==> src/hw/bank_close_pkg.sv <==
// Constants for the bank-closing and refresh timing block.
// Assumes a 10 MHz command clock; all times rounded to whole cycles.
package bank_close_pkg;

    localparam int CLK_PERIOD_PS = 100000;

    // Analog times in picoseconds, as printed or plain defaults; RTP_FLOOR_CLKS and PREFETCH_GAP_CLKS in clocks
    localparam int READ_TO_PRECHARGE_PS  = 7500;
    localparam int PRECHARGE_PERIOD_PS   = 15000;
    localparam int ROW_ACTIVE_MIN_PS     = 45000;
    localparam int POST_BURST_RECOVERY_PS = 15000;
    localparam int REFRESH_CYCLE_PS      = 75000;
    localparam int CLOCK_ENABLE_MIN_PS   = 7500;
    localparam int RTP_FLOOR_CLKS        = 2;
    localparam int PREFETCH_GAP_CLKS     = 2;

    function automatic int round_up(input int ps);
        int c;
        c = (ps + CLK_PERIOD_PS - 1) / CLK_PERIOD_PS;
        return (c < 1) ? 1 : c;
    endfunction

    localparam int RTP_RAW_CLKS  = round_up(READ_TO_PRECHARGE_PS);
    localparam int RTP_CLKS      = (RTP_RAW_CLKS > RTP_FLOOR_CLKS) ? RTP_RAW_CLKS : RTP_FLOOR_CLKS;
    localparam int RP_CLKS       = round_up(PRECHARGE_PERIOD_PS);
    localparam int RAS_CLKS      = round_up(ROW_ACTIVE_MIN_PS);
    localparam int WR_CLKS       = round_up(POST_BURST_RECOVERY_PS);
    localparam int RFC_CLKS      = round_up(REFRESH_CYCLE_PS);
    localparam int CKE_MIN_CLKS  = round_up(CLOCK_ENABLE_MIN_PS);

    localparam int NUM_BANKS = 4;
    localparam int CNT_W     = 8;

    // Mode values, plain defaults
    localparam logic [2:0] ADDITIVE_LATENCY = 3'h1;
    localparam logic [2:0] COLUMN_LATENCY   = 3'h3;
    localparam logic [3:0] BURST_LENGTH     = 4'h4;

    // Command codes {ras_n, cas_n, we_n}
    localparam logic [2:0] CMD_REFRESH   = 3'h1;
    localparam logic [2:0] CMD_PRECHARGE = 3'h2;
    localparam logic [2:0] CMD_ACTIVATE  = 3'h3;
    localparam logic [2:0] CMD_WRITE     = 3'h4;
    localparam logic [2:0] CMD_READ      = 3'h5;

    typedef enum logic [1:0] {
        SR_IDLE   = 2'h0,
        SR_ACTIVE = 2'h1,
        SR_DONE   = 2'h3
    } self_rfsh_state_type;

endpackage

==> src/hw/bank_timer.sv <==
// One bank's auto-precharge and row timing tracker.
// Assumes decoded one-cycle command strobes from the top level.
`timescale 1ns/100ps
module bank_timer
    import bank_close_pkg::*;
(
    input  wire logic             clock_i,
    input  wire logic             reset_i,
    input  wire logic             activate_i,
    input  wire logic             precharge_i,
    input  wire logic             read_ap_i,
    input  wire logic             write_ap_i,
    input  wire logic [CNT_W-1:0] read_ap_edge_i,
    input  wire logic [CNT_W-1:0] write_ap_edge_i,
    output logic                  open_o,
    output logic                  precharging_o,
    output logic                  auto_precharge_o
);

    logic [CNT_W-1:0] ras_count;
    logic [CNT_W-1:0] rtp_count;
    logic [CNT_W-1:0] ap_count;
    logic [CNT_W-1:0] rp_count;
    logic             ap_pending;
    logic             ras_met;
    logic             rtp_met;
    logic             ap_fire;

    assign ras_met = (ras_count == '0);
    assign rtp_met = (rtp_count == '0);
    assign ap_fire = ap_pending && (ap_count == '0) && ras_met && rtp_met;
    assign auto_precharge_o = ap_fire;
    assign precharging_o    = (rp_count != '0);

    // ---------------------------------------------------------------
    // Row active minimum
    // ---------------------------------------------------------------
    // whole-cycle row timers
    always_ff @(posedge clock_i) begin
        if (reset_i) begin
            ras_count <= '0;
        end else if (activate_i) begin
            ras_count <= CNT_W'(RAS_CLKS - 1);
        end else if (!ras_met) begin
            ras_count <= ras_count - 1'b1;
        end
    end

    // ---------------------------------------------------------------
    // Auto-precharge scheduling
    // ---------------------------------------------------------------
    // read-to-precharge counts past last prefetch
    always_ff @(posedge clock_i) begin
        if (reset_i) begin
            rtp_count <= '0;
        end else if (read_ap_i) begin
            rtp_count <= read_ap_edge_i;
        end else if (!rtp_met) begin
            rtp_count <= rtp_count - 1'b1;
        end
    end

    always_ff @(posedge clock_i) begin
        if (reset_i) begin
            ap_pending <= 1'b0;
            ap_count   <= '0;
        end else if (read_ap_i) begin
            ap_pending <= 1'b1;
            ap_count   <= read_ap_edge_i;
        end else if (write_ap_i) begin
            ap_pending <= 1'b1;
            ap_count   <= write_ap_edge_i;
        end else if (ap_fire) begin
            ap_pending <= 1'b0;
        end else if (ap_count != '0) begin
            ap_count <= ap_count - 1'b1;
        end
    end

    // ---------------------------------------------------------------
    // Open row and precharge period
    // ---------------------------------------------------------------
    // period counted from the internal moment
    always_ff @(posedge clock_i) begin
        if (reset_i) begin
            rp_count <= '0;
        end else if (ap_fire || (precharge_i && open_o)) begin
            rp_count <= CNT_W'(RP_CLKS);
        end else if (precharging_o) begin
            rp_count <= rp_count - 1'b1;
        end
    end

    always_ff @(posedge clock_i) begin
        if (reset_i) begin
            open_o <= 1'b0;
        end else if (activate_i) begin
            open_o <= 1'b1;
        end else if (ap_fire || precharge_i) begin
            open_o <= 1'b0;
        end
    end

endmodule

==> src/hw/bank_close_timing.sv <==
// Command decode, auto-precharge, refresh and self-refresh tracking.
// Assumes a controller that honours its own spacing; pins sampled
// synchronously on clock_i.
`timescale 1ns/100ps
import bank_close_pkg::*;

// Function
// - address bit selects automatic precharge
// - read auto-precharge at additive latency plus half burst
// - postpone until row and read minimums met
// - precharge period starts at internal moment
// - never before two clocks past prefetch
// - write auto-precharge after burst plus recovery
// - refresh decode, internal bank counter, banks idle
// - internal refresh within clock enable minimum
module bank_close_timing
    import bank_close_pkg::*;
(
    input  wire logic                 clock_i,
    input  wire logic                 reset_i,
    input  wire logic                 clock_enable_i,
    input  wire logic                 chip_select_n_i,
    input  wire logic                 row_strobe_n_i,
    input  wire logic                 column_strobe_n_i,
    input  wire logic                 write_enable_n_i,
    input  wire logic [1:0]           bank_address_i,
    input  wire logic                 autoprecharge_select_bit_i,
    output logic [NUM_BANKS-1:0]      bank_open_o,
    output logic [NUM_BANKS-1:0]      bank_precharging_o,
    output logic [NUM_BANKS-1:0]      auto_precharge_start_o,
    output logic                      refresh_busy_o,
    output logic [1:0]                refresh_bank_o,
    output logic                      self_refresh_o,
    output logic                      internal_refresh_o
);

    logic [2:0]           cmd;
    logic                 cmd_valid;
    logic                 clock_enable_prev;
    logic [NUM_BANKS-1:0] bank_sel;
    logic                 is_activate;
    logic                 is_precharge;
    logic                 is_precharge_all;
    logic                 is_read_ap;
    logic                 is_write_ap;
    logic                 is_refresh;
    logic                 is_self_entry;
    logic [CNT_W-1:0]     read_ap_edge;
    logic [CNT_W-1:0]     write_ap_edge;
    logic [CNT_W-1:0]     rfc_count;
    logic [CNT_W-1:0]     sr_count;
    self_rfsh_state_type  sr_state;
    self_rfsh_state_type  next_sr_state;

    // ---------------------------------------------------------------
    // Command decode
    // ---------------------------------------------------------------
    assign cmd       = {row_strobe_n_i, column_strobe_n_i, write_enable_n_i};
    assign cmd_valid = !chip_select_n_i && clock_enable_prev && sr_state == SR_IDLE;
    assign bank_sel  = NUM_BANKS'(1) << bank_address_i;

    assign is_activate      = cmd_valid && clock_enable_i && cmd == CMD_ACTIVATE;
    assign is_precharge     = cmd_valid && clock_enable_i && cmd == CMD_PRECHARGE;
    // Precharge-all shares the select bit with single-bank precharge
    assign is_precharge_all = is_precharge && autoprecharge_select_bit_i;
    // select bit sampled with column command
    assign is_read_ap  = cmd_valid && clock_enable_i && cmd == CMD_READ
                         && autoprecharge_select_bit_i;
    assign is_write_ap = cmd_valid && clock_enable_i && cmd == CMD_WRITE
                         && autoprecharge_select_bit_i;
    assign is_refresh    = cmd_valid && clock_enable_i && cmd == CMD_REFRESH;
    // same encoding with clock enable low
    assign is_self_entry = cmd_valid && !clock_enable_i && cmd == CMD_REFRESH;

    // edge at additive latency plus half burst
    // floor of two clocks past last prefetch
    assign read_ap_edge = CNT_W'(ADDITIVE_LATENCY) + CNT_W'(BURST_LENGTH >> 1) - 1'b1
                        + CNT_W'(RTP_CLKS - RTP_FLOOR_CLKS);
    // write latency plus half burst plus recovery
    assign write_ap_edge = CNT_W'(ADDITIVE_LATENCY) + CNT_W'(COLUMN_LATENCY) - 1'b1
                         + CNT_W'(BURST_LENGTH >> 1) + CNT_W'(WR_CLKS) - 1'b1;

    always_ff @(posedge clock_i) begin
        if (reset_i) begin
            clock_enable_prev <= 1'b1;
        end else begin
            clock_enable_prev <= clock_enable_i;
        end
    end

    // ---------------------------------------------------------------
    // Per-bank timers
    // ---------------------------------------------------------------
    for (genvar b = 0; b < NUM_BANKS; b++) begin : g_bank
        bank_timer u_bank (
            .clock_i          (clock_i),
            .reset_i          (reset_i),
            .activate_i       (is_activate && bank_sel[b]),
            .precharge_i      (is_precharge && (is_precharge_all || bank_sel[b])),
            .read_ap_i        (is_read_ap && bank_sel[b]),
            .write_ap_i       (is_write_ap && bank_sel[b]),
            .read_ap_edge_i   (read_ap_edge),
            .write_ap_edge_i  (write_ap_edge),
            .open_o           (bank_open_o[b]),
            .precharging_o    (bank_precharging_o[b]),
            .auto_precharge_o (auto_precharge_start_o[b])
        );
    end

    // ---------------------------------------------------------------
    // Auto-refresh
    // ---------------------------------------------------------------
    // internal bank counter, banks left idle
    always_ff @(posedge clock_i) begin
        if (reset_i) begin
            refresh_bank_o <= 2'h0;
        end else if (is_refresh || internal_refresh_o) begin
            refresh_bank_o <= refresh_bank_o + 2'h1;
        end
    end

    // refresh cycle held in whole clocks
    always_ff @(posedge clock_i) begin
        if (reset_i) begin
            rfc_count <= '0;
        end else if (is_refresh || internal_refresh_o) begin
            rfc_count <= CNT_W'(RFC_CLKS);
        end else if (rfc_count != '0) begin
            rfc_count <= rfc_count - 1'b1;
        end
    end

    assign refresh_busy_o = (rfc_count != '0);

    // ---------------------------------------------------------------
    // Self-refresh
    // ---------------------------------------------------------------
    always_comb begin
        next_sr_state = sr_state;
        unique case (sr_state)
            SR_IDLE: begin
                if (is_self_entry) begin
                    next_sr_state = SR_ACTIVE;
                end
            end
            SR_ACTIVE: begin
                if (sr_count == '0) begin
                    next_sr_state = SR_DONE;
                end
            end
            SR_DONE: begin
                // Exit only on clock enable high; clock may have stopped
                if (clock_enable_i) begin
                    next_sr_state = SR_IDLE;
                end
            end
            default: begin
                next_sr_state = SR_IDLE;
            end
        endcase
    end

    always_ff @(posedge clock_i) begin
        if (reset_i) begin
            sr_state <= SR_IDLE;
        end else begin
            sr_state <= next_sr_state;
        end
    end

    // refresh fired within clock enable minimum
    always_ff @(posedge clock_i) begin
        if (reset_i) begin
            sr_count <= '0;
        end else if (is_self_entry) begin
            sr_count <= CNT_W'(CKE_MIN_CLKS - 1);
        end else if (sr_state == SR_ACTIVE && sr_count != '0) begin
            sr_count <= sr_count - 1'b1;
        end
    end

    // One refresh registered the cycle after entry keeps it inside the minimum
    always_ff @(posedge clock_i) begin
        if (reset_i) begin
            internal_refresh_o <= 1'b0;
        end else begin
            internal_refresh_o <= is_self_entry;
        end
    end

    assign self_refresh_o = (sr_state != SR_IDLE);

endmodule

==> config.mk <==
export PLATFORM = sky130hd
export DESIGN_NAME = bank_close_timing
export DESIGN_NICKNAME = d
export VERILOG_FILES = /design/src/hw/bank_close_pkg.sv /design/src/hw/bank_timer.sv /design/src/hw/bank_close_timing.sv
export SDC_FILE = /design/constraint.sdc
export NUM_CORES = 1
export LEC_CHECK = 0
export BUFFER_PORTS_ARGS = -buffer_cell sky130_fd_sc_hd__buf_4
export CAP_MARGIN = 20
export CORE_MARGIN = 8
export CORE_UTILIZATION = 56
export CTS_CLUSTER_DIAMETER = 80
export DETAILED_ROUTE_END_ITERATION = 10
export PLACE_DENSITY = 0.85
export SLEW_MARGIN = 20
export SYNTH_ARGS = -nofsm -noshare
export SYNTH_HDL_FRONTEND = slang
export SYNTH_SLANG_ARGS = --single-unit
==> constraint.sdc <==
create_clock -name clock_i -period 2.3 [get_ports clock_i]
set_clock_uncertainty 0.2 [all_clocks]
set_input_delay 0.115 -clock clock_i [delete_from_list [all_inputs] [get_ports clock_i]]
set_output_delay 0.115 -clock clock_i [all_outputs]
set_load 0.02 [all_outputs]
# Yosys cells after proc, flatten, opt, wreduce, memory -nomap -nowiden
# Index checks and enable logic that the tools add are counted.
[totals] ff_bits=158 inputBits=10 output_inout_bits=17 elab_cells=289
[classes] n_mux=58 n_addsub=19 reduce_logical=138 n_bitwise=4 shift=1 eq_ne=22
[op_table] operator="subtractor 8 x 1 -> 8 bit, second input constant" count=18
[op_table] operator="logical NOT 8 bit" count=13
[op_table] operator="nonzero test 8 bit" count=10
[op_table] operator="logical AND 1 bit" count=46
[op_table] operator="two-way mux 3 bit" count=12
[op_table] operator="two-way mux 1 bit" count=30
[op_table] operator="two-way mux 2 bit" count=15
[op_table] operator="nonzero test 2 bit" count=14
[op_table] operator="OR reduction 2 bit" count=14
[op_table] operator="AND reduction 2 bit" count=12
[op_table] operator="nonzero test 3 bit" count=8
[op_table] operator="!= test 2 x 1 -> 1 bit, second input constant" count=8
[op_table] operator="logical OR 1 bit" count=13
[op_table] operator="!= test 3 x 1 -> 1 bit, second input constant" count=4
[op_table] operator="OR reduction 3 bit" count=4
[op_table] operator="== test 3 x 2 -> 1 bit, second input constant" count=2
[op_table] operator="== test 3 bit, second input constant" count=2
[op_table] operator="!= test 2 bit, second input constant" count=3
[op_table] operator="one-hot mux 2 bit (3 select lines)" count=1
[op_table] operator="NOT 1 bit" count=4
[op_table] operator="left shift 1 x 2 -> 4 bit, first input constant" count=1
[op_table] operator="== test 3 x 1 -> 1 bit, second input constant" count=1
[op_table] operator="AND reduction 3 bit" count=1
[op_table] operator="adder 2 x 1 -> 2 bit, second input constant" count=1
[op_table] operator="other kinds (4)" count=5

# Longest topological paths before layout
# Gate-level depths: netlist (run 1).
[depth] word_depth=11 ltp_mapped=7 depth_no_buf=7

# Hierarchy
# Synthesis (run 1) repeated with hierarchy kept, for this count alone.
[unflattened] cells_unflattened=1051 area_unflattened_um2=8883.5
[modules_own_cells] module="bank_timer at g_bank[0].u_bank ..." cells_each=223 seq_area_each_um2=680.7 instances=3 area_each_um2=1878.1
[modules_own_cells] module="bank_timer at g_bank[3].u_bank" cells_each=221 seq_area_each_um2=680.7 instances=1 area_each_um2=1905.6
[modules_own_cells] module="bank_close_timing" cells_each=161 seq_area_each_um2=440.4 instances=1 area_each_um2=1343.8

# Worst setup path after synthesis (run 1)
# No wires, ideal clock.
[synth_path] path_type="reg-to-output" startpoint="register g_bank[2].u_bank.ap_count[0]" endpoint="output port auto_precharge_start_o[2]" required_ns=1.985 slack_ns=0.026 path_buffers=2 path_stages_with_launch=8 arrival_time_ns=1.959 cell_sequence="dfxtp_1 -> inv_1 -> ha_1 -> or3b_2 -> or2_2 -> nor4_1 -> buf_4 -> buf_4"
[synth_between] elab_chain_len=4
[synth_lines] element="from (decl)" line="bank_timer.sv:22" rtl="logic [CNT_W-1:0] ap_count;"
[synth_lines] element="from (signal assigned)" line="bank_timer.sv:69" rtl="ap_count <= read_ap_edge_i;"
[synth_lines] element="from (signal assigned)" line="bank_timer.sv:72" rtl="ap_count <= write_ap_edge_i;"
[synth_lines] element="from (signal assigned)" line="bank_timer.sv:76" rtl="ap_count <= ap_count - 1'b1;"
[synth_lines] element="logical NOT 8 bit" line="bank_timer.sv:31" rtl="assign ap_fire = ap_pending && (ap_count == '0) && ras_met && rtp_met;"
[synth_lines] element="logical AND 1 bit (3 in a row)" line="bank_timer.sv:31"
[synth_lines] element="to (decl)" line="bank_close_timing.sv:30" rtl="output logic [NUM_BANKS-1:0] auto_precharge_start_o,"
# Every way passes these cells.

# Worst setup path in the final report (run 1)
[layout_path] startpoint="register g_bank[2].u_bank.ap_count[1]" endpoint="output port auto_precharge_start_o[2]"
# The elaborated chain is that of the path after synthesis.

==> insert_results.sql, run 1 <==
INSERT INTO impl_metrics (metric_group, metric, value, unit) VALUES
('worst_setup_path', 'endpoint_kind', 'output port', ''),
('worst_setup_path', 'cp_max_fo', '2', ''),
('logic_synthesis', 'seq_area_frac_synth', '0.406', ''),
('logic_synthesis', 'synth_simple_gate_area_share', '0.254', ''),
('logic_synthesis', 'syn_avg_cell_area', '8.72', 'um2'),
('final_layout', 'layout_common_cells', 'sky130_fd_sc_hd__nor2_1 (146), sky130_fd_sc_hd__dfxtp_1 (145), sky130_fd_sc_hd__buf_4 (84), sky130_fd_sc_hd__xnor2_1 (72), sky130_fd_sc_hd__inv_1 (51)', ''),
('logic_synthesis', 'synthesis.nets', '935', ''),
('clock_network', 'cts-htree-levels', '4', ''),
('clock_network', 'clkSlewWorstSetupHoldPaths', '0.06', 'ns'),
('clock_network', 'tritoncts', 'built', ''),
('logic_synthesis', 'yosysWarnings', '0', ''),
('route', 'postRouteAntennaNets', '0', ''),
('final_layout', 'layout-area-overhead-vs-synth', '22.2', '%'),
('worst_setup_path', 'critPathLaunchType', 'flip-flop', ''),
('logic_synthesis', 'share_of_synthesized_registers_carrying_an_async_set_or_reset', '0', ''),
('logic_synthesis', 'post_synth_fa_ha_maj_area_fraction', '0.0497', ''),
('global_routing', 'antenna_violations_before_repair', '0', ''),
('sta', 'maxSlewHeadroom', '0.543', ''),
('sta', 'min_period', '2.36', 'ns'),
('logic_synthesis', 'synth_edf_count', '0', ''),
('clock_network', 'ctsLongestPathBuffers', '2', ''),
('die', 'die_area', '18000', 'um2'),
('clock_network', 'cts.root.buffer_cell', 'sky130_fd_sc_hd__clkbuf_16', ''),
('logic_synthesis', 'synthDistinctLibCells', '68', ''),
('sta', 'setup_repair_after_global_routing_missed_its_margin', 'yes', ''),
('final_layout', 'final_common_cell', 'sky130_fd_sc_hd__nor2_1', ''),
('logic_synthesis', 'netlist_area', '7800', 'um2'),
('power_and_ir_drop', 'power_after_layout', '14.9', 'mW'),
('place', 'postPlaceCellArea', '8360', 'um2'),
('final_layout', 'layout_cell_share_with_drive_strength_beyond_1', '0.202', ''),
('place', 'portBuffers', '26', ''),
('worst_setup_path', 'rrSetupSlack', '0.04', 'ns'),
('global_routing', 'grt_util_all_layers', '0.203', ''),
('final_layout', 'post-route-util', '0.694', ''),
('logic_synthesis', 'synth_seq_cells', '158', ''),
('logic_synthesis', 'synth.area.mux_share', '0.0268', ''),
('worst_setup_path', 'cp_data_required_time', '1.99', 'ns'),
('sta', 'drv_slew', '0', ''),
('die', 'top_level_ports', '27', ''),
('final_layout', 'layout.nets', '1018', ''),
('global_routing', 'global_route.overflow_total', '0', ''),
('place', 'finalWeightedCongestion', '0.819', ''),
('route', 'drt-initial-drc-count', '468', ''),
('sta', 'worst_slew_pin_slew', '0.679', 'ns'),
('route', 'drt_first_pass_iters', '5', ''),
('global_routing', 'first_global_vias', '6659', ''),
('sta', 'setup_ws', '-0.0643', 'ns'),
('sta', 'clock.fmax', '0.423', 'GHz'),
('sta', 'final.hold.worst_slack', '0.0326', 'ns'),
('logic_synthesis', 'combinational_family_with_the_most_area_after_synthesis', 'simple AND/OR/NAND/NOR gates', ''),
('place', 'placed_cells', '1106', ''),
('sta', 'finalSetupViolations', '2', ''),
('place', 'hpwlAfterDp', '11600', 'um'),
('die', 'floorplan.die.height', '134', 'um'),
('logic_synthesis', 'synth_compound_gate_area_share', '0.107', ''),
('run_status', 'violations', 'negative setup slack', ''),
('route', 'avgViaCountPerCell', '5.87', ''),
('logic_synthesis', 'synthesis.instances', '894', ''),
('power_and_ir_drop', 'p_leak', '3.89', 'nW'),
('sta', 'finalCritPeriodShare', '1.03', ''),
('global_routing', 'grt_max_degree', '35', ''),
('sta', 'finalSetupTns', '-0.0655', 'ns'),
('route', 'drt_wl_total', '18800', 'um'),
('global_routing', 'grt_pass1_wl', '30100', 'um'),
('die', 'initial_standard_cell_utilization_of_the_core', '0.568', ''),
('min_path', 'worstHoldPathType', 'in2reg', ''),
('place', 'detailedPlace.worstSlack', '-0.0211', 'ns'),
('final_layout', 'num_antenna_cells', '0', ''),
('die', 'coreArea', '13700', 'um2'),
('run_status', 'run_status', 'complete, but fails checks', ''),
('final_layout', 'post_layout_nonfiller_instances', '1170', '');
-- per-layer routing --
layer  GRT usage  routed length, um
met1       0.225               7750
met2       0.348               9410
met3      0.0434                840
met4       0.126                770
met5           0                  0
-- where the power goes --
group          internal, mW  switching (mW)  total (mW)
clock                  1.82            1.12        2.94
combinational          3.60            3.58        7.18
sequential             3.74            1.00        4.75
total                  9.17            5.71        14.9
-- worst paths after layout --
path / startpoint / cells past startpoint / end
max: g_bank[2].u_bank.ap_count[1]$_SDFFE_PP0P_ / 7 / auto_precharge_start_o[2]
min: chip_select_n_i / 5 / sr_state[0]$_SDFFE_PP0P_
max reg2reg: sr_state[1]$_SDFFE_PP0P_ / 5 / g_bank[3].u_bank.ap_count[2]$_SDFFE_PP0P_
min reg2reg: g_bank[1].u_bank.ap_count[5]$_SDFFE_PP0P_ / 2 / g_bank[1].u_bank.ap_count[5]$_SDFFE_PP0P_
-- cell type report --
| class | instances | area (um2) |
|---|---|---|
| clock buffer | 23 | 488 |
| clock inverter | 9 | 131 |
| fill | 935 | 4190 |
| inverter | 57 | 216 |
| multi-input combinational | 645 | 4490 |
| sequential | 158 | 3180 |
| tap | 180 | 225 |
| timing repair buffer | 98 | 788 |
-- cells by family (layout without fill, tap and decap cells) --
family          after synthesis  in the layout
compound gates              114            114
xor+xnor                     95             95
fa+ha+maj                    31             31
buf+inv                      91            187
flops                       158            158
mux                          20             20
simple gates                385            385
-- sequential cells by signal (all words and copies together) (netlist names) --
name	count
sr_state	2
refresh_bank_o	2
sr_count	8
g_bank.u_bank.open_o	4
g_bank.u_bank.ras_count	32
g_bank.u_bank.ap_count	32
clock_enable_prev	1
g_bank.u_bank.rp_count	32
g_bank.u_bank.rtp_count	32
internal_refresh_o	1
rfc_count	8
g_bank.u_bank.ap_pending	4
-- cell usage after synthesis, types with 3 or more instances --
cell,n,area [um2]
sky130_fd_sc_hd__o211ai_1,6,45.0
sky130_fd_sc_hd__o31ai_1,10,75.1
sky130_fd_sc_hd__inv_1,57,214
sky130_fd_sc_hd__nand3b_1,3,22.5
sky130_fd_sc_hd__or2_2,7,43.8
sky130_fd_sc_hd__nor2_1,147,552
sky130_fd_sc_hd__or3b_2,4,35.0
sky130_fd_sc_hd__o2111ai_1,3,26.3
sky130_fd_sc_hd__ha_1,31,388
sky130_fd_sc_hd__a31oi_1,7,43.8
sky130_fd_sc_hd__nor4b_1,7,61.3
sky130_fd_sc_hd__nand4_1,4,25.0
sky130_fd_sc_hd__o21a_1,3,22.5
sky130_fd_sc_hd__nor3b_1,5,37.5
sky130_fd_sc_hd__nor4bb_1,3,30.0
sky130_fd_sc_hd__xnor2_1,72,631
sky130_fd_sc_hd__a211oi_1,9,67.6
sky130_fd_sc_hd__buf_4,13,97.6
sky130_fd_sc_hd__mux2_2,7,78.8
sky130_fd_sc_hd__dfxtp_1,158,3160
sky130_fd_sc_hd__mux2i_1,13,130
sky130_fd_sc_hd__nor3_1,39,195
sky130_fd_sc_hd__a2111oi_0,4,35.0
sky130_fd_sc_hd__or4_1,13,97.6
sky130_fd_sc_hd__or4_4,3,33.8
sky130_fd_sc_hd__o21ai_0,7,35.0
sky130_fd_sc_hd__nand2_1,49,184
sky130_fd_sc_hd__o211a_1,4,40.0
sky130_fd_sc_hd__or3_1,6,37.5
sky130_fd_sc_hd__nand2b_1,8,50.1
sky130_fd_sc_hd__nor2b_1,10,62.6
sky130_fd_sc_hd__nor4_1,35,219
sky130_fd_sc_hd__xor2_1,23,201
sky130_fd_sc_hd__nand3_1,24,120
sky130_fd_sc_hd__o22ai_1,5,31.3
sky130_fd_sc_hd__a21oi_1,32,160
sky130_fd_sc_hd__clkbuf_1,18,67.6
-- worst max-delay path, stage by stage, from the launching register on --
cell	delay (ns)
sky130_fd_sc_hd__dfxtp_2	0.33
sky130_fd_sc_hd__inv_2	0.08
sky130_fd_sc_hd__ha_4	0.12
sky130_fd_sc_hd__or3b_4	0.38
sky130_fd_sc_hd__or2_4	0.28
sky130_fd_sc_hd__nor4_4	0.16
sky130_fd_sc_hd__buf_4	0.16
sky130_fd_sc_hd__buf_6	0.11
-- what timing repair did --
action | in CTS | in global routing
hold endpoints to repair | 31 | 0
endpoints found under the setup margin | 23 | 39
resized for setup | 41 | 32
buffers inserted | 15 | 8
hold buffers | 9 | 0
pin swaps | 13 | 8
(Power assumes the default switching activity.)
==> inputs of run 2 (changes only) <==
ABC_AREA = 1   (was not set)
==> run 2 against run 1 <==
The run now ends clean. Wire length shrank 13%. Maximum frequency grew 8.5%. First-iteration DRC count grew 1.3%. Hold slack lost 0.0080 ns. Register-to-register slack gained 0.31 ns. Sequential power shrank 8.8%. Synthesized cell count grew 25%. Critical endpoint is now auto_precharge_start_o[1]. Highest routed layer unchanged.
==> insert_results.sql, run 2 <==
INSERT INTO impl_metrics (metric_group, metric, value, unit) VALUES
('die', 'die_area', '18400', 'um2'),
('logic_synthesis', 'synthDistinctLibCells', '28', ''),
('worst_setup_path', 'crit_chain', 'inv_1 -> ha_1 -> inv_1 -> nor3_2 -> nand2_2 -> nor2_1 -> nand2_2 -> inv_1 -> buf_4', ''),
('global_routing', 'grt_pass1_wl', '27900', 'um'),
('die', 'number_of_rows_created_at_floorplan', '43', ''),
('logic_synthesis', 'share_of_synthesized_registers_carrying_an_async_set_or_reset', '0', ''),
('die', 'initial_standard_cell_utilization_of_the_core', '0.575', ''),
('worst_setup_path', 'crit_path_frequent_cell', 'sky130_fd_sc_hd__inv_1', ''),
('logic_synthesis', 'yosysWarnings', '0', ''),
('worst_setup_path', 'slowest_stage', 'sky130_fd_sc_hd__dfxtp_1', ''),
('final_layout', 'layout_common_cells', 'sky130_fd_sc_hd__nand2_1 (207), sky130_fd_sc_hd__inv_1 (175), sky130_fd_sc_hd__nor2_1 (162), sky130_fd_sc_hd__dfxtp_1 (158), sky130_fd_sc_hd__nand3_1 (87)', ''),
('route', 'postRouteAntennaNets', '0', ''),
('clock_network', 'cts-htree-levels', '4', ''),
('run_status', 'run_status', 'finished clean', ''),
('worst_setup_path', 'cp_max_fo', '9', ''),
('worst_setup_path', 'timing_worst_setup_path_type', 'reg2out', ''),
('global_routing', 'antenna_violations_before_repair', '0', ''),
('logic_synthesis', 'synthesis.nets', '1158', ''),
('final_layout', 'layout-area-overhead-vs-synth', '13.9', '%'),
('clock_network', 'tritoncts', 'built', ''),
('place', 'finalWeightedCongestion', '0.850', ''),
('worst_setup_path', 'critical-path-top-delay-family', 'simple AND/OR/NAND/NOR gates', ''),
('logic_synthesis', 'list_of_most_frequent_post_synthesis_cells', 'sky130_fd_sc_hd__nand2_1 (208), sky130_fd_sc_hd__inv_1 (175), sky130_fd_sc_hd__nor2_1 (164)', ''),
('min_path', 'worstHoldPathType', 'in2reg', ''),
('sta', 'finalCritPeriodShare', '0.948', ''),
('logic_synthesis', 'synthesis.instances', '1117', ''),
('place', 'postPlaceCellArea', '8320', 'um2'),
('route', 'drc', '0', ''),
('sta', 'report.final.hold_viol_count', '0', ''),
('power_and_ir_drop', 'p_per_area', '1560', 'nW/um2'),
('logic_synthesis', 'yosys.area_share.xor_xnor', '0.0908', ''),
('logic_synthesis', 'synth.area.top_cells', 'sky130_fd_sc_hd__dfxtp_1 (40%), sky130_fd_sc_hd__nand2_1 (9.8%), sky130_fd_sc_hd__inv_1 (8.2%)', ''),
('place', 'detailedPlace.worstSlack', '0.438', 'ns'),
('power_and_ir_drop', 'p_leak', '4.31', 'nW'),
('global_routing', 'first_global_vias', '6454', ''),
('clock_network', 'ctsLongestPathBuffers', '2', ''),
('worst_setup_path', 'worst_ep_arrival_time', '1.87', 'ns'),
('route', 'wire_per_inst', '12.1', 'um'),
('place', 'portBuffers', '26', ''),
('final_layout', 'final_common_cell', 'sky130_fd_sc_hd__nand2_1', ''),
('route', 'drt-initial-drc-count', '474', ''),
('clock_network', 'clkSinkCount', '158', ''),
('sta', 'worst_slew_pin_slew', '0.410', 'ns'),
('route', 'avgViaCountPerCell', '5.12', ''),
('clock_network', 'cts-buffers-inserted', '17', ''),
('job', 'max-cap-violations', '0', ''),
('logic_synthesis', 'synth_simple_gate_area_share', '0.301', ''),
('worst_setup_path', 'cp_data_required_time', '1.99', 'ns'),
('final_layout', 'layout_cell_share_with_drive_strength_beyond_1', '0.0930', ''),
('die', 'die_x', '136', 'um'),
('die', 'floorplan.die.height', '136', 'um'),
('worst_setup_path', 'endpoint_kind', 'output port', ''),
('logic_synthesis', 'synth.area.mux_share', '0', ''),
('final_layout', 'num_antenna_cells', '0', ''),
('logic_synthesis', 'ys_dominant_reg_cell', 'sky130_fd_sc_hd__dfxtp_1', ''),
('die', 'top_level_ports', '27', ''),
('sta', 'maxSlewHeadroom', '0.724', ''),
('logic_synthesis', 'yosysTopAreaCell', 'sky130_fd_sc_hd__dfxtp_1', ''),
('clock_network', 'cts.root.buffer_cell', 'sky130_fd_sc_hd__clkbuf_16', ''),
('logic_synthesis', 'post_synth_fa_ha_maj_area_fraction', '0.0484', ''),
('worst_setup_path', 'cp_slowest_stage_delay', '0.30', 'ns'),
('global_routing', 'global_route.overflow_total', '0', ''),
('logic_synthesis', 'synth_edf_count', '0', ''),
('clock_network', 'clock_insertion_delay_worst_skew', '0.43', 'ns'),
('global_routing', 'grt_util_all_layers', '0.182', ''),
('power_and_ir_drop', 'peakVddDrop', '0.685', 'mV'),
('route', 'drt_wl_total', '16400', 'um'),
('logic_synthesis', 'yosys.cell_count.top_type', 'sky130_fd_sc_hd__nand2_1', ''),
('sta', 'finalSetupViolations', '0', ''),
('clock_network', 'clkSlewWorstSetupHoldPaths', '0.06', 'ns'),
('die', 'coreArea', '13900', 'um2'),
('global_routing', 'grt_max_degree', '23', ''),
('worst_setup_path', 'cp.buffers_inverters', '4', ''),
('sta', 'clock.fmax', '0.459', 'GHz'),
('worst_setup_path', 'critPathLaunchType', 'flip-flop', ''),
('final_layout', 'layout.nets', '1201', ''),
('logic_synthesis', 'seq_area_frac_synth', '0.395', ''),
('route', 'via_count', '6920', ''),
('logic_synthesis', 'syn_avg_cell_area', '7.17', 'um2'),
('logic_synthesis', 'area_fraction_of_the_dominant_cell_type_after_synthesis', '0.395', ''),
('sta', 'drv_slew', '0', ''),
('final_layout', 'post-route-util', '0.655', ''),
('logic_synthesis', 'combinational_family_with_the_most_area_after_synthesis', 'simple AND/OR/NAND/NOR gates', ''),
('route', 'drt_first_pass_iters', '5', ''),
('final_layout', 'fin_area', '9120', 'um2'),
('place', 'hpwlAfterDp', '11100', 'um'),
('logic_synthesis', 'synth_compound_gate_area_share', '0.0645', ''),
('logic_synthesis', 'synth_seq_cells', '158', ''),
('logic_synthesis', 'netlist_area', '8010', 'um2'),
('sta', 'min_period', '2.18', 'ns'),
('sta', 'setup_ws', '0.120', 'ns');
==> run 2: logic make-up after synthesis <==
group | Yosys count
simple gates | 548
buf+inv | 198
flops | 158
compound gates | 99
xor+xnor | 83
fa+ha+maj | 31
==> run 2: final timing paths <==
| path | end | slack (ns) | cells past startpoint | from |
|---|---|---|---|---|
| worst max register to register | g_bank[0].u_bank.ap_pending$_SDFFE_PP0P_ | 0.35 | 6 | sr_state[1]$_SDFFE_PP0P_ |
| worst min-delay path | sr_state[0]$_SDFFE_PP0P_ | 0.02 | 6 | chip_select_n_i |
| worst min register to register | sr_count[0]$_SDFFE_PP0N_ | 0.26 | 2 | sr_count[0]$_SDFFE_PP0N_ |
| worst max-delay path | auto_precharge_start_o[1] | 0.12 | 9 | g_bank[1].u_bank.ap_count[0]$_SDFFE_PP0P_ |
==> run 2: area by class of cell <==
cell class | instances | area [um2]
fillers | 1073 | 4810
flip-flops and latches | 158 | 3160
well taps | 180 | 225
clock buffers | 20 | 467
clock inverters | 11 | 164
inverters | 179 | 672
repair buffers | 43 | 360
multi-input cells | 761 | 4070
==> run 2: through the flow <==
stage                     TNS, ns  hold slack, ns  power [mW]  std cells
after floorplan                 0          0.0188        9.77       1117
after global placement          0           0.168        10.7       1305
after detailed placement        0           0.171        10.9       1305
after CTS                       0         0.00125        14.1       1346
after global routing      -0.0137          0.0618        15.5       1352
final                           0          0.0246        14.2       1352
==> run 2: power breakdown <==
part	switching, mW	internal, mW
combinational	4.22	2.67
clock	1.09	1.89
sequential	0.573	3.75
==> run 2: what timing repair did <==
action | in CTS | in global routing
hold buffers | 10 | 0
hold endpoints to repair | 32 | 0
buffers inserted | 0 | 6
resized for setup | 0 | 7
setup endpoints to repair | 0 | 4
==> run 2: layer usage <==
metal,track usage,share of wire,vias to the layer above
li1,-,-,3590
met1,0.215,0.45,3149
met2,0.307,0.49,144
met3,0.0449,0.043,37
met4,0.0790,0.023,0
met5,0,0,-
==> run 2: worst reg2reg max path, stage by stage, from the launching register on <==
cell	delay (ns)
sky130_fd_sc_hd__dfxtp_1	0.35
sky130_fd_sc_hd__nor2_4	0.19
sky130_fd_sc_hd__nand4_4	0.18
sky130_fd_sc_hd__nor2_1	0.15
sky130_fd_sc_hd__nand3_1	0.08
sky130_fd_sc_hd__dlygate4sd3_1	0.58
sky130_fd_sc_hd__a21oi_1	0.14
